==> config.mk <==
export PLATFORM = sky130hd
export DESIGN_NAME = rts_top
export DESIGN_NICKNAME = d
export VERILOG_FILES = /design/src/logic/rts_pkg.sv /design/src/logic/rts_top.sv /design/src/logic/rts_rec_writer.sv
export SDC_FILE = /design/constraint.sdc
export NUM_CORES = 2
export LEC_CHECK = 0
export ABC_AREA = 1
export BUFFER_PORTS_ARGS = -buffer_cell sky130_fd_sc_hd__buf_2
export CORE_MARGIN = 2
export CORE_UTILIZATION = 45
export CTS_CLUSTER_DIAMETER = 200
export CTS_CLUSTER_SIZE = 14
export DETAILED_ROUTE_END_ITERATION = 10
export PLACE_DENSITY = 0.66
export SETUP_SLACK_MARGIN = 0.15
export SLEW_MARGIN = 20
export SYNTH_ARGS = -nofsm -noshare
export SYNTH_HDL_FRONTEND = slang
export SYNTH_SLANG_ARGS = --single-unit
==> constraint.sdc <==
create_clock -name pclk -period 16.51 [get_ports pclk]
set_input_delay 1.651 -clock pclk [delete_from_list [all_inputs] [get_ports pclk]]
set_output_delay 1.651 -clock pclk [all_outputs]
set_load 0.02 [all_outputs]
==> src/logic/rts_pkg.sv <==
// Constants for the retirement tagging and precise sampling block.
// Assumes a 32-bit APB register bus and a word-wide record memory port.
package rts_pkg;
  // Register byte offsets
  localparam logic [7:0] RTS_OFS_ID     = 8'h00;
  localparam logic [7:0] RTS_OFS_MISC   = 8'h04;
  localparam logic [7:0] RTS_OFS_SEN    = 8'h08;
  localparam logic [7:0] RTS_OFS_MATRIX = 8'h0c;
  localparam logic [7:0] RTS_OFS_TCSEL  = 8'h10;
  localparam logic [7:0] RTS_OFS_UPSEL  = 8'h14;
  localparam logic [7:0] RTS_OFS_DNSEL  = 8'h18;
  localparam logic [7:0] RTS_OFS_FESEL  = 8'h1c;
  localparam logic [7:0] RTS_OFS_CFG4   = 8'h20;
  localparam logic [7:0] RTS_OFS_CTR4   = 8'h24;
  localparam logic [7:0] RTS_OFS_RELOAD = 8'h28;
  localparam logic [7:0] RTS_OFS_AREA   = 8'h2c;
  localparam logic [7:0] RTS_OFS_INDEX  = 8'h30;
  localparam logic [7:0] RTS_OFS_THRESH = 8'h34;
  localparam logic [7:0] RTS_OFS_ABSMAX = 8'h38;
  localparam logic [7:0] RTS_OFS_STATUS = 8'h3c;
  localparam logic [7:0] RTS_OFS_CNT_FE = 8'h40;
  localparam logic [7:0] RTS_OFS_CNT_EX = 8'h44;
  localparam logic [7:0] RTS_OFS_CNT_RP = 8'h48;
  localparam logic [7:0] RTS_OFS_CNT_IN = 8'h4c;
  localparam logic [7:0] RTS_OFS_CNT_UO = 8'h50;
  // Field positions
  localparam int RTS_ID_STORE_BIT   = 21;
  localparam int RTS_MISC_ABSENT    = 12;
  localparam int RTS_SEN_PRECISE    = 24;
  localparam int RTS_SEN_ALT        = 25;
  localparam int RTS_ESC_TAG_EN     = 4;
  localparam int RTS_ESC_TAG_LO     = 5;
  localparam int RTS_ESC_MASK_LO    = 9;
  localparam int RTS_ESC_SEL_LO     = 25;
  localparam int RTS_CFG_ENABLE     = 12;
  localparam int RTS_ST_IRQ         = 0;
  localparam int RTS_ST_BUSY        = 1;
  localparam int RTS_ST_FULL        = 2;
  // Reset value and counter limit
  localparam logic [31:0] RTS_RST_ZERO = 32'h0000_0000;
  localparam logic [31:0] RTS_CTR_MAX  = 32'hffff_ffff;
  // Record layout: 8 GPRs, flags, instruction pointer
  localparam int          RTS_REC_WORDS = 10;
  localparam logic [31:0] RTS_REC_BYTES = 32'h0000_0028;
  // Sampling scheme select for queue counter four
  localparam logic [1:0] RTS_SCH_FE   = 2'h0;
  localparam logic [1:0] RTS_SCH_EXEC = 2'h1;
  localparam logic [1:0] RTS_SCH_RPL  = 2'h2;
  // Record writer states
  typedef enum logic [2:0] {
    RTS_W_IDLE = 3'b001,
    RTS_W_SEND = 3'b010,
    RTS_W_DONE = 3'b100
  } rts_wstate_t;
endpackage : rts_pkg

==> src/logic/rts_top.sv <==
// Retirement tagging counters and precise sampling over APB.
// Assumes retirement and record memory signals run on pclk.
//
// Overview of operation
// [RQ1] Four independent marking schemes, one unmarked
// [RQ2] Front-end events marked, counted at retire
// [RQ3] Replay scheme marks replays and mispredicts
// [RQ4] Each scheme has its own detector
// [RQ5] Software enables one scheme when sampling
// [RQ6] Never mark IO, uncached, locked, returns, far
// [RQ7] Software sets front-end path select bits
// [RQ8] Upstream select names event and tag value
// [RQ9] Software sets upstream marking enable bit
// [RQ10] Selected tag bit set counts one
// [RQ11] Downstream enable and tag fields ignored
// [RQ12] Tag bit n pairs with mask n
// [RQ13] Several tag or mask bits combine
// [RQ14] Replay needs matrix, type and flag
// [RQ15] Replay tags also count without sampling
// [RQ16] Overflow copies state into a record
// [RQ17] After record, reload counter and resume
// [RQ18] Nearly full raises interrupt, no wrap
// [RQ19] Sampling only via counter four schemes
// [RQ20] Id query reports store facility bit
// [RQ21] Clear absent flag shows sampling present
// [RQ22] Enable bit and store area pointer
// [RQ23] Store disabled on mgmt mode, machine check
// [RQ24] Write at index, advance, then compare
//
// The address map and the APB slave port are this design's own decisions.
`timescale 1ns/10ps
module rts_top (
  // Clock and reset
  input  wire logic         pclk,
  input  wire logic         presetn,
  // APB slave
  input  wire logic         psel,
  input  wire logic         penable,
  input  wire logic         pwrite,
  input  wire logic [7:0]   paddr,
  input  wire logic [31:0]  pwdata,
  output logic              pready,
  output logic [31:0]       prdata,
  output logic              pslverr,
  // Retiring micro-op
  input  wire logic         ret_valid,
  input  wire logic         ret_bogus,
  input  wire logic         ret_instr_end,
  input  wire logic         ret_no_mark,
  input  wire logic         ret_fe_event,
  input  wire logic [5:0]   ret_exec_class,
  input  wire logic [15:0]  ret_exec_mask,
  input  wire logic [7:0]   ret_replay_kind,
  input  wire logic [7:0]   ret_uop_type,
  input  wire logic         ret_mispredict,
  // Core events
  input  wire logic         smm_enter,
  input  wire logic         mcheck,
  input  wire logic         init_req,
  // Architectural state
  input  wire logic [255:0] gpr_flat,
  input  wire logic [31:0]  arith_flags,
  input  wire logic [31:0]  instr_ptr,
  // Record memory
  output logic              mem_valid,
  output logic [31:0]       mem_addr,
  output logic [31:0]       mem_wdata,
  input  wire logic         mem_ready,
  // Interrupt
  output logic              buf_irq
);
  function automatic logic any_sel(input logic [3:0] a,
                                   input logic [3:0] b);
    any_sel = |(a & b);
  endfunction : any_sel

  // Count on retired path or cancelled path as selected
  function automatic logic path_ok(input logic bogus,
                                   input logic sel_ret,
                                   input logic sel_can);
    path_ok = (~bogus & sel_ret) | (bogus & sel_can);
  endfunction : path_ok

  logic [31:0] sen_q, matrix_q, tcsel_q, upsel_q, dnsel_q, fesel_q;
  logic [31:0] cfg4_q, ctr4_q, reload_q, area_q, index_q;
  logic [31:0] thresh_q, absmax_q;
  logic [31:0] cnt_fe_q, cnt_ex_q, cnt_rp_q, cnt_in_q, cnt_uo_q;
  logic        irq_q, full_q, rd_err;
  logic [31:0] rd_data;
  logic        wr_busy, wr_done;

  // APB decode
  wire acc = psel & penable & ~pready;
  wire wr  = psel & penable & pready & pwrite;
  function automatic logic hit(input logic [7:0] a,
                               input logic [7:0] o);
    hit = (a == o);
  endfunction : hit
  wire w_sen    = wr & hit(paddr, rts_pkg::RTS_OFS_SEN);
  wire w_matrix = wr & hit(paddr, rts_pkg::RTS_OFS_MATRIX);
  wire w_tcsel  = wr & hit(paddr, rts_pkg::RTS_OFS_TCSEL);
  wire w_upsel  = wr & hit(paddr, rts_pkg::RTS_OFS_UPSEL);
  wire w_dnsel  = wr & hit(paddr, rts_pkg::RTS_OFS_DNSEL);
  wire w_fesel  = wr & hit(paddr, rts_pkg::RTS_OFS_FESEL);
  wire w_cfg4   = wr & hit(paddr, rts_pkg::RTS_OFS_CFG4);
  wire w_ctr4   = wr & hit(paddr, rts_pkg::RTS_OFS_CTR4);
  wire w_reload = wr & hit(paddr, rts_pkg::RTS_OFS_RELOAD);
  wire w_area   = wr & hit(paddr, rts_pkg::RTS_OFS_AREA);
  wire w_index  = wr & hit(paddr, rts_pkg::RTS_OFS_INDEX);
  wire w_thresh = wr & hit(paddr, rts_pkg::RTS_OFS_THRESH);
  wire w_absmax = wr & hit(paddr, rts_pkg::RTS_OFS_ABSMAX);
  wire w_status = wr & hit(paddr, rts_pkg::RTS_OFS_STATUS);

  // [RQ6] Unmarkable micro-ops
  wire mark_ok = ret_valid & ~ret_no_mark;
  // [RQ2] Front-end marking and path select
  wire fe_tag  = mark_ok & ret_fe_event;
  wire fe_cnt  = fe_tag & path_ok(ret_bogus, fesel_q[0], fesel_q[1]);
  // [RQ8] Upstream match applies the tag value
  wire [3:0] up_tagval = upsel_q[rts_pkg::RTS_ESC_TAG_LO +: 4];
  wire [15:0] up_mask  = upsel_q[rts_pkg::RTS_ESC_MASK_LO +: 16];
  wire [5:0] up_class  = upsel_q[rts_pkg::RTS_ESC_SEL_LO +: 6];
  // [RQ9] Marking only with upstream enable set
  wire up_hit = upsel_q[rts_pkg::RTS_ESC_TAG_EN] & mark_ok &
                (ret_exec_class == up_class) &
                (|(ret_exec_mask & up_mask));
  wire [3:0] ex_tags = up_hit ? up_tagval : 4'h0;
  // [RQ11] Only the downstream mask field is used
  wire [15:0] dn_mask = dnsel_q[rts_pkg::RTS_ESC_MASK_LO +: 16];
  // [RQ12] Tag bit n matches mask bit n when retired, mask bit n+4 when cancelled
  // [RQ13] Any selected tag bit counts once
  wire ex_cnt = ret_valid &
                ((~ret_bogus & any_sel(ex_tags, dn_mask[3:0])) |
                 (ret_bogus & any_sel(ex_tags, dn_mask[7:4])));
  // [RQ3] Replay marking and mispredicted branches
  // [RQ14] Matrix type and replay kind both needed
  wire rp_tag = mark_ok &
                (((|(ret_replay_kind & sen_q[7:0])) &
                  (|(ret_uop_type & matrix_q[7:0]))) |
                 ret_mispredict);
  // [RQ15] Replay counting independent of sampling bits
  wire rp_cnt = rp_tag & ~ret_bogus;
  // [RQ1] Unmarked retired instruction and uop counts
  wire in_cnt = ret_valid & ~ret_bogus & ret_instr_end;
  wire uo_cnt = ret_valid & ~ret_bogus;

  // [RQ19] Counter four sampling on three schemes only
  wire [1:0] sch = cfg4_q[1:0];
  wire sch_ev = (sch == rts_pkg::RTS_SCH_FE)   ? fe_cnt :
                (sch == rts_pkg::RTS_SCH_EXEC) ? ex_cnt :
                (sch == rts_pkg::RTS_SCH_RPL)  ? rp_cnt : 1'b0;
  // [RQ22] Sampling enable bit gates the counter
  wire smp_on = sen_q[rts_pkg::RTS_SEN_PRECISE] &
                cfg4_q[rts_pkg::RTS_CFG_ENABLE];
  wire ctr_inc = smp_on & sch_ev & ~wr_busy;
  wire ovf     = ctr_inc & (ctr4_q == rts_pkg::RTS_CTR_MAX);
  // [RQ18] Linear buffer, no record past the limit
  wire [31:0] next_index = index_q + rts_pkg::RTS_REC_BYTES;
  wire room    = (next_index <= absmax_q);
  wire rec_go  = ovf & room;
  // [RQ24] Threshold compared with the advanced index
  wire irq_set = wr_done & (next_index >= thresh_q);
  wire irq_clr = w_status & pwdata[rts_pkg::RTS_ST_IRQ];
  // [RQ23] Store facility shut off by core events
  wire ds_off  = smm_enter | mcheck;

  // Read mux
  always_comb begin
    rd_data = rts_pkg::RTS_RST_ZERO;
    rd_err  = 1'b0;
    case (paddr)
      // [RQ20] Store facility present
      rts_pkg::RTS_OFS_ID: rd_data[rts_pkg::RTS_ID_STORE_BIT] = 1'b1;
      // [RQ21] Absent flag reads clear
      rts_pkg::RTS_OFS_MISC:   rd_data = rts_pkg::RTS_RST_ZERO;
      rts_pkg::RTS_OFS_SEN:    rd_data = sen_q;
      rts_pkg::RTS_OFS_MATRIX: rd_data = matrix_q;
      rts_pkg::RTS_OFS_TCSEL:  rd_data = tcsel_q;
      rts_pkg::RTS_OFS_UPSEL:  rd_data = upsel_q;
      rts_pkg::RTS_OFS_DNSEL:  rd_data = dnsel_q;
      rts_pkg::RTS_OFS_FESEL:  rd_data = fesel_q;
      rts_pkg::RTS_OFS_CFG4:   rd_data = cfg4_q;
      rts_pkg::RTS_OFS_CTR4:   rd_data = ctr4_q;
      rts_pkg::RTS_OFS_RELOAD: rd_data = reload_q;
      rts_pkg::RTS_OFS_AREA:   rd_data = area_q;
      rts_pkg::RTS_OFS_INDEX:  rd_data = index_q;
      rts_pkg::RTS_OFS_THRESH: rd_data = thresh_q;
      rts_pkg::RTS_OFS_ABSMAX: rd_data = absmax_q;
      rts_pkg::RTS_OFS_STATUS: begin
        rd_data[rts_pkg::RTS_ST_IRQ]  = irq_q;
        rd_data[rts_pkg::RTS_ST_BUSY] = wr_busy;
        rd_data[rts_pkg::RTS_ST_FULL] = full_q;
      end
      rts_pkg::RTS_OFS_CNT_FE: rd_data = cnt_fe_q;
      rts_pkg::RTS_OFS_CNT_EX: rd_data = cnt_ex_q;
      rts_pkg::RTS_OFS_CNT_RP: rd_data = cnt_rp_q;
      rts_pkg::RTS_OFS_CNT_IN: rd_data = cnt_in_q;
      rts_pkg::RTS_OFS_CNT_UO: rd_data = cnt_uo_q;
      default: rd_err = 1'b1;
    endcase
  end

  // APB answer, one wait state
  always_ff @(posedge pclk or negedge presetn) begin
    if (!presetn) begin
      pready  <= 1'b0;
      prdata  <= rts_pkg::RTS_RST_ZERO;
      pslverr <= 1'b0;
    end else begin
      pready  <= acc;
      pslverr <= acc & rd_err;
      prdata  <= (acc & ~pwrite) ? rd_data : rts_pkg::RTS_RST_ZERO;
    end
  end

  // Marking configuration
  always_ff @(posedge pclk or negedge presetn) begin
    if (!presetn) begin
      matrix_q <= rts_pkg::RTS_RST_ZERO;
      tcsel_q  <= rts_pkg::RTS_RST_ZERO;
      upsel_q  <= rts_pkg::RTS_RST_ZERO;
      dnsel_q  <= rts_pkg::RTS_RST_ZERO;
      fesel_q  <= rts_pkg::RTS_RST_ZERO;
      cfg4_q   <= rts_pkg::RTS_RST_ZERO;
      reload_q <= rts_pkg::RTS_RST_ZERO;
    end else begin
      if (w_matrix) matrix_q <= pwdata;
      if (w_tcsel)  tcsel_q  <= pwdata;
      if (w_upsel)  upsel_q  <= pwdata;
      if (w_dnsel)  dnsel_q  <= pwdata;
      if (w_fesel)  fesel_q  <= pwdata;
      if (w_cfg4)   cfg4_q   <= pwdata;
      if (w_reload) reload_q <= pwdata;
    end
  end

  // Store facility registers, cleared by init
  always_ff @(posedge pclk or negedge presetn) begin
    if (!presetn) begin
      sen_q    <= rts_pkg::RTS_RST_ZERO;
      area_q   <= rts_pkg::RTS_RST_ZERO;
      thresh_q <= rts_pkg::RTS_RST_ZERO;
      absmax_q <= rts_pkg::RTS_RST_ZERO;
    end else if (init_req) begin
      sen_q    <= rts_pkg::RTS_RST_ZERO;
      area_q   <= rts_pkg::RTS_RST_ZERO;
      thresh_q <= rts_pkg::RTS_RST_ZERO;
      absmax_q <= rts_pkg::RTS_RST_ZERO;
    end else begin
      if (w_sen)    sen_q    <= pwdata;
      // [RQ23] Disable precise sampling
      if (ds_off)   sen_q[rts_pkg::RTS_SEN_PRECISE] <= 1'b0;
      if (w_area)   area_q   <= pwdata;
      if (w_thresh) thresh_q <= pwdata;
      if (w_absmax) absmax_q <= pwdata;
    end
  end

  // Sampling counter, index and flags
  always_ff @(posedge pclk or negedge presetn) begin
    if (!presetn) begin
      ctr4_q  <= rts_pkg::RTS_RST_ZERO;
      index_q <= rts_pkg::RTS_RST_ZERO;
      irq_q   <= 1'b0;
      full_q  <= 1'b0;
      buf_irq <= 1'b0;
    end else if (init_req) begin
      ctr4_q  <= rts_pkg::RTS_RST_ZERO;
      index_q <= rts_pkg::RTS_RST_ZERO;
      irq_q   <= 1'b0;
      full_q  <= 1'b0;
      buf_irq <= 1'b0;
    end else begin
      if (w_ctr4) ctr4_q <= pwdata;
      if (ctr_inc) ctr4_q <= ctr4_q + 32'h0000_0001;
      // [RQ17] Reload after the record is written
      if (wr_done | (ovf & ~room)) ctr4_q <= reload_q;
      if (w_index) index_q <= pwdata;
      // [RQ24] Advance index by one record
      if (wr_done) index_q <= next_index;
      // [RQ18] Nearly full, set wins over clear
      irq_q   <= irq_set | (irq_q & ~irq_clr);
      buf_irq <= irq_set | (irq_q & ~irq_clr);
      full_q  <= (ovf & ~room) |
                 (full_q & ~(w_status & pwdata[rts_pkg::RTS_ST_FULL]));
    end
  end

  // Retirement counters
  always_ff @(posedge pclk or negedge presetn) begin
    if (!presetn) begin
      cnt_fe_q <= rts_pkg::RTS_RST_ZERO;
      cnt_ex_q <= rts_pkg::RTS_RST_ZERO;
      cnt_rp_q <= rts_pkg::RTS_RST_ZERO;
      cnt_in_q <= rts_pkg::RTS_RST_ZERO;
      cnt_uo_q <= rts_pkg::RTS_RST_ZERO;
    end else begin
      // [RQ4] Separate detector per scheme
      // [RQ10] Increase by one per counted retire
      cnt_fe_q <= cnt_fe_q + {31'h0, fe_cnt};
      cnt_ex_q <= cnt_ex_q + {31'h0, ex_cnt};
      cnt_rp_q <= cnt_rp_q + {31'h0, rp_cnt};
      cnt_in_q <= cnt_in_q + {31'h0, in_cnt};
      cnt_uo_q <= cnt_uo_q + {31'h0, uo_cnt};
    end
  end

  // [RQ16] Record of GPRs, flags and pointer
  rts_rec_writer u_writer (
    .pclk      (pclk),
    .presetn   (presetn),
    .start     (rec_go),
    .base_addr (area_q + index_q),
    .busy      (wr_busy),
    .done      (wr_done),
    .gpr_flat  (gpr_flat),
    .flags     (arith_flags),
    .ip        (instr_ptr),
    .mem_valid (mem_valid),
    .mem_addr  (mem_addr),
    .mem_wdata (mem_wdata),
    .mem_ready (mem_ready)
  );
endmodule : rts_top

==> src/logic/rts_rec_writer.sv <==
// Writes one precise sampling record into the record buffer memory.
// Assumes a valid/ready word write port on the same clock.
`timescale 1ns/10ps
module rts_rec_writer (
  // Clock and reset
  input  wire logic         pclk,
  input  wire logic         presetn,
  // Control
  input  wire logic         start,
  input  wire logic [31:0]  base_addr,
  output logic              busy,
  output logic              done,
  // Snapshot
  input  wire logic [255:0] gpr_flat,
  input  wire logic [31:0]  flags,
  input  wire logic [31:0]  ip,
  // Memory port
  output logic              mem_valid,
  output logic [31:0]       mem_addr,
  output logic [31:0]       mem_wdata,
  input  wire logic         mem_ready
);
  rts_pkg::rts_wstate_t state_q;
  logic [31:0] rec_q [rts_pkg::RTS_REC_WORDS];
  logic [3:0]  idx_q;
  wire         last = (idx_q == 4'(rts_pkg::RTS_REC_WORDS - 1));
  wire         beat = mem_valid & mem_ready;

  // Snapshot capture of architectural state
  always_ff @(posedge pclk) begin
    if (start && state_q == rts_pkg::RTS_W_IDLE) begin
      for (int i = 0; i < 8; i++) begin
        rec_q[i] <= gpr_flat[i*32 +: 32];
      end
      rec_q[8] <= flags;
      rec_q[9] <= ip;
    end
  end

  always_ff @(posedge pclk or negedge presetn) begin
    if (!presetn) begin
      state_q   <= rts_pkg::RTS_W_IDLE;
      idx_q     <= 4'h0;
      busy      <= 1'b0;
      done      <= 1'b0;
      mem_valid <= 1'b0;
      mem_addr  <= 32'h0000_0000;
      mem_wdata <= 32'h0000_0000;
    end else begin
      done <= 1'b0;
      case (state_q)
        rts_pkg::RTS_W_IDLE: begin
          if (start) begin
            state_q  <= rts_pkg::RTS_W_SEND;
            idx_q    <= 4'h0;
            busy     <= 1'b1;
            mem_addr <= base_addr;
          end
        end
        rts_pkg::RTS_W_SEND: begin
          mem_valid <= ~(beat & last);
          mem_wdata <= rec_q[idx_q];
          if (beat) begin
            mem_wdata <= rec_q[4'(idx_q + 4'h1)];
            mem_addr  <= mem_addr + 32'h0000_0004;
            idx_q     <= idx_q + 4'h1;
            if (last) begin
              state_q <= rts_pkg::RTS_W_DONE;
            end
          end
        end
        rts_pkg::RTS_W_DONE: begin
          state_q <= rts_pkg::RTS_W_IDLE;
          busy    <= 1'b0;
          done    <= 1'b1;
        end
        default: begin
          state_q <= rts_pkg::RTS_W_IDLE;
          busy    <= 1'b0;
        end
      endcase
    end
  end
endmodule : rts_rec_writer

==> qor.csv <==
metric,value,unit
status,completed,
drc,0,
die_y,343,microns
grt_max_degree,163,
tightest_slew,1.19,ns
cts_hold_buffers,0,
drt.antenna.violating_nets,0,
yosys_warnings,0,
slowest_stage,buf_4,
io_buffers,512,
grt_antenna_before_repair,31,
ys_seq_elements,1006,
final_max_slew_viol_count,0,
track_usage,0.330,
cts_tree,yes,
setup.worst_path.class,reg2reg,
drive_gt1_frac,0.120,
cellPowerDensity,84.2,mW/mm^2
fin_worst_skew,0.0335,ns
wl,197000,microns
relSlewSlack,0.209,
htreeDepth,3,
setup_viol,0,
initial_utilization,0.453,
setup_ws,10.25,ns
synthXorXnorAreaFrac,0.0377,
p_int,3.66,mW
post_cts_buffers,0,
path_clk_slew,0.07,ns
synth_top_family_by_area,simple AND/OR/NAND/NOR gates,
num_vias,46733,
cp.arrival,6.55,ns
leakage,25.6,nW
async_flop_share,0.682,
worstSetupStartpointType,register,
cts_resized,0,
syn_to_final_growth,11.8,%
synth-seq-area-share,0.517,
p_sw_frac,0.250,
grt_pass1_wl,291000,microns
path_cells,inv_1 > o21ai_1 > nand4_1 > nor2_1 > nand2_1 > nor2_2 > nand4_1 > nor2_1 > nand3_1 > xor2_1 > inv_1 > ha_1 > nand4_1 > nor2_1 > nand4_1 > nor3_1 > a21oi_1 > inv_1 > nand3_1 > nor2_4 > buf_12 > buf_4,
hpwl,146000,microns
synth_mux_area_frac,0.00232,
synth-edff-count,320,
ir_drop,85.6,uV
crit_top_cell,nand4_1,
dp_slack,10.34,ns
required,16.80,ns
fp.coreArea,0.114,sq mm
first_global_vias,44513,
p_sw,1.22,mW
seqPwrFrac,0.554,
finalCritPeriodShare,0.379,
ios,513,
avgViaCountPerCell,5.94,
synth_area,0.0518,sq mm
p_comb_frac,0.067,
setup_tns,0,ns
syn-instance-count,5948,
cts_buffers,81,
fp-row-count,124,
final_cell_mix,"nand2_1 (1,225), o21ai_0 (890), dfrtp_1 (683), inv_1 (525), buf_2 (511)",
cp-end-kind,register,
final_common_cell,nand2_1,
power_frac_clock,0.379,
overflow,0,
avgRoutedWirePerCell,25.1,microns
rsz0062_at_grt,false,
slowest_delay,0.93,ns
die-area,0.118,sq mm
synth.avg_cell_area,8.72,sq um
hold_viol,0,
synth_compound_area_frac,0.172,
drtPass1Iterations,8,
cts_sinks,1006,
synthAdderAreaFrac,0.0269,
final_nets,6827,
power.total,4.88,mW
yosys.area_share.simple,0.182,
synth_fp_nets,6472,
drtIter0Drc,5686,
maxCapViolations,0,
min_period,6.26,ns
ys_types,65,
fmax,0.160,GHz
clock_latency,0.68,ns
gp_congestion,1.00,
path_max_fanout,162,
hold_path_class,reg2reg,
cts-root-buf,clkbuf_16,
ys.flop_type,dfrtp_1,
die_w,343,microns
clk_path_buf_depth,3,
-- per-layer routing --
metal	global-route usage	vias to the layer above	wire length [microns]
met4	0.189	38	12800
met1	0.431	22502	76900
li1	-	21148	-
met3	0.0697	522	19000
met5	0	-	251
met2	0.512	2523	88500
-- kinds of logic after synthesis --
family / Yosys count
adder cells (fa/ha/maj): 111
buffers and inverters: 844
AND/OR/NAND/NOR: 2223
multiplexers: 12
AO/OA/AOI/OAI: 1529
XOR/XNOR: 223
flip-flops: 1006
-- final cells by class --
cell class	count	area, sq um
multi-input combinational	4098	21900
fill	10644	56400
sequential	1006	26800
timing repair buffer	574	3050
antenna	13	32.5
clock buffer	114	2200
inverter	542	2040
tap	1512	1890
clock inverter	3	26.3
-- worst max-delay path: cells and delay by family (launching register included) --
| kind | cells | cell delay (ns) |
|---|---|---|
| AO/OA/AOI/OAI | 2 | 0.46 |
| XOR/XNOR | 1 | 0.15 |
| adder cells (fa/ha/maj) | 1 | 0.31 |
| buffers and inverters | 5 | 1.89 |
| flip-flops | 1 | 0.39 |
| AND/OR/NAND/NOR | 13 | 2.34 |
-- sequential cells by signal, indices dropped and copies added, names as in the netlist, 4 cells and up --
register            count
absmax_q               32
area_q                 32
cfg4_q                 32
cnt_ex_q               32
cnt_fe_q               32
cnt_in_q               32
cnt_rp_q               32
cnt_uo_q               32
ctr4_q                 32
dnsel_q                32
fesel_q                32
index_q                32
matrix_q               32
prdata                 32
reload_q               32
sen_q                  32
tcsel_q                32
thresh_q               32
u_writer.idx_q          4
u_writer.mem_addr      32
u_writer.mem_wdata     32
u_writer.rec_q        320
upsel_q                32
-- Yosys cell counts, types with 9 or more instances --
library cell,n,area [sq um]
buf_1,13,48.8
dfrtp_1,685,17100
o221ai_1,40,350
a21oi_1,181,906
or2_2,9,56.3
xor2_1,198,1730
a41oi_1,18,158
nor4_1,43,269
o311ai_0,9,78.8
nand4_1,74,463
nor2_1,463,1740
xnor2_1,25,219
nor3_2,11,110
o22ai_1,127,795
nor2_2,13,81.3
nand3_1,253,1270
a211oi_1,23,173
inv_1,529,1990
mux2i_1,12,120
nand2_1,1233,4630
nor3_1,80,400
ha_1,110,1380
a22o_1,23,201
a31oi_1,23,144
o211ai_1,26,195
o21ai_0,890,4450
edfxtp_1,320,9610
buf_2,18,90.1
o2111ai_1,30,263
a221oi_1,89,780
clkbuf_1,261,980
-- metrics by stage --
stage	util	hold slack, ns	area [sq um]	std cells
6_report	0.507	0.470	58000	7862
5_1_grt	0.507	0.483	58000	7857
4_1_cts	0.507	0.469	57900	7849
3_5_place_dp	0.487	0.456	55700	7732
3_3_place_gp	0.487	0.454	55700	7732
2_1_floorplan	-	0.433	51800	5948
-- final timing paths --
kind	startpoint	end	slack (ns)	depth (start not counted)
max in group asynchronous	presetn	u_writer.idx_q[0]$_DFFE_PN0P_	12.83	3
min	cnt_rp_q[25]$_DFF_PN0_	cnt_rp_q[25]$_DFF_PN0_	0.47	1
max	index_q[3]$_DFFE_PN0P_	u_writer.rec_q[8][20]$_DFFE_PP_	10.25	22
max reg2reg	index_q[3]$_DFFE_PN0P_	u_writer.rec_q[8][20]$_DFFE_PP_	10.25	22
min reg2reg	cnt_rp_q[25]$_DFF_PN0_	cnt_rp_q[25]$_DFF_PN0_	0.47	1
min in group asynchronous	presetn	dnsel_q[2]$_DFFE_PN0P_	1.03	1
-- power by group through the flow --
stage	Sequential [mW]	Combinational, mW	Clock, mW
after floorplan	2.73	0.149	0
after CTS	2.70	0.326	1.87
final	2.70	0.327	1.85
after detailed placement	2.75	0.325	0
after global routing	2.71	0.362	1.96
after global placement	2.75	0.320	0
Power figures use the tool's default switching activity.
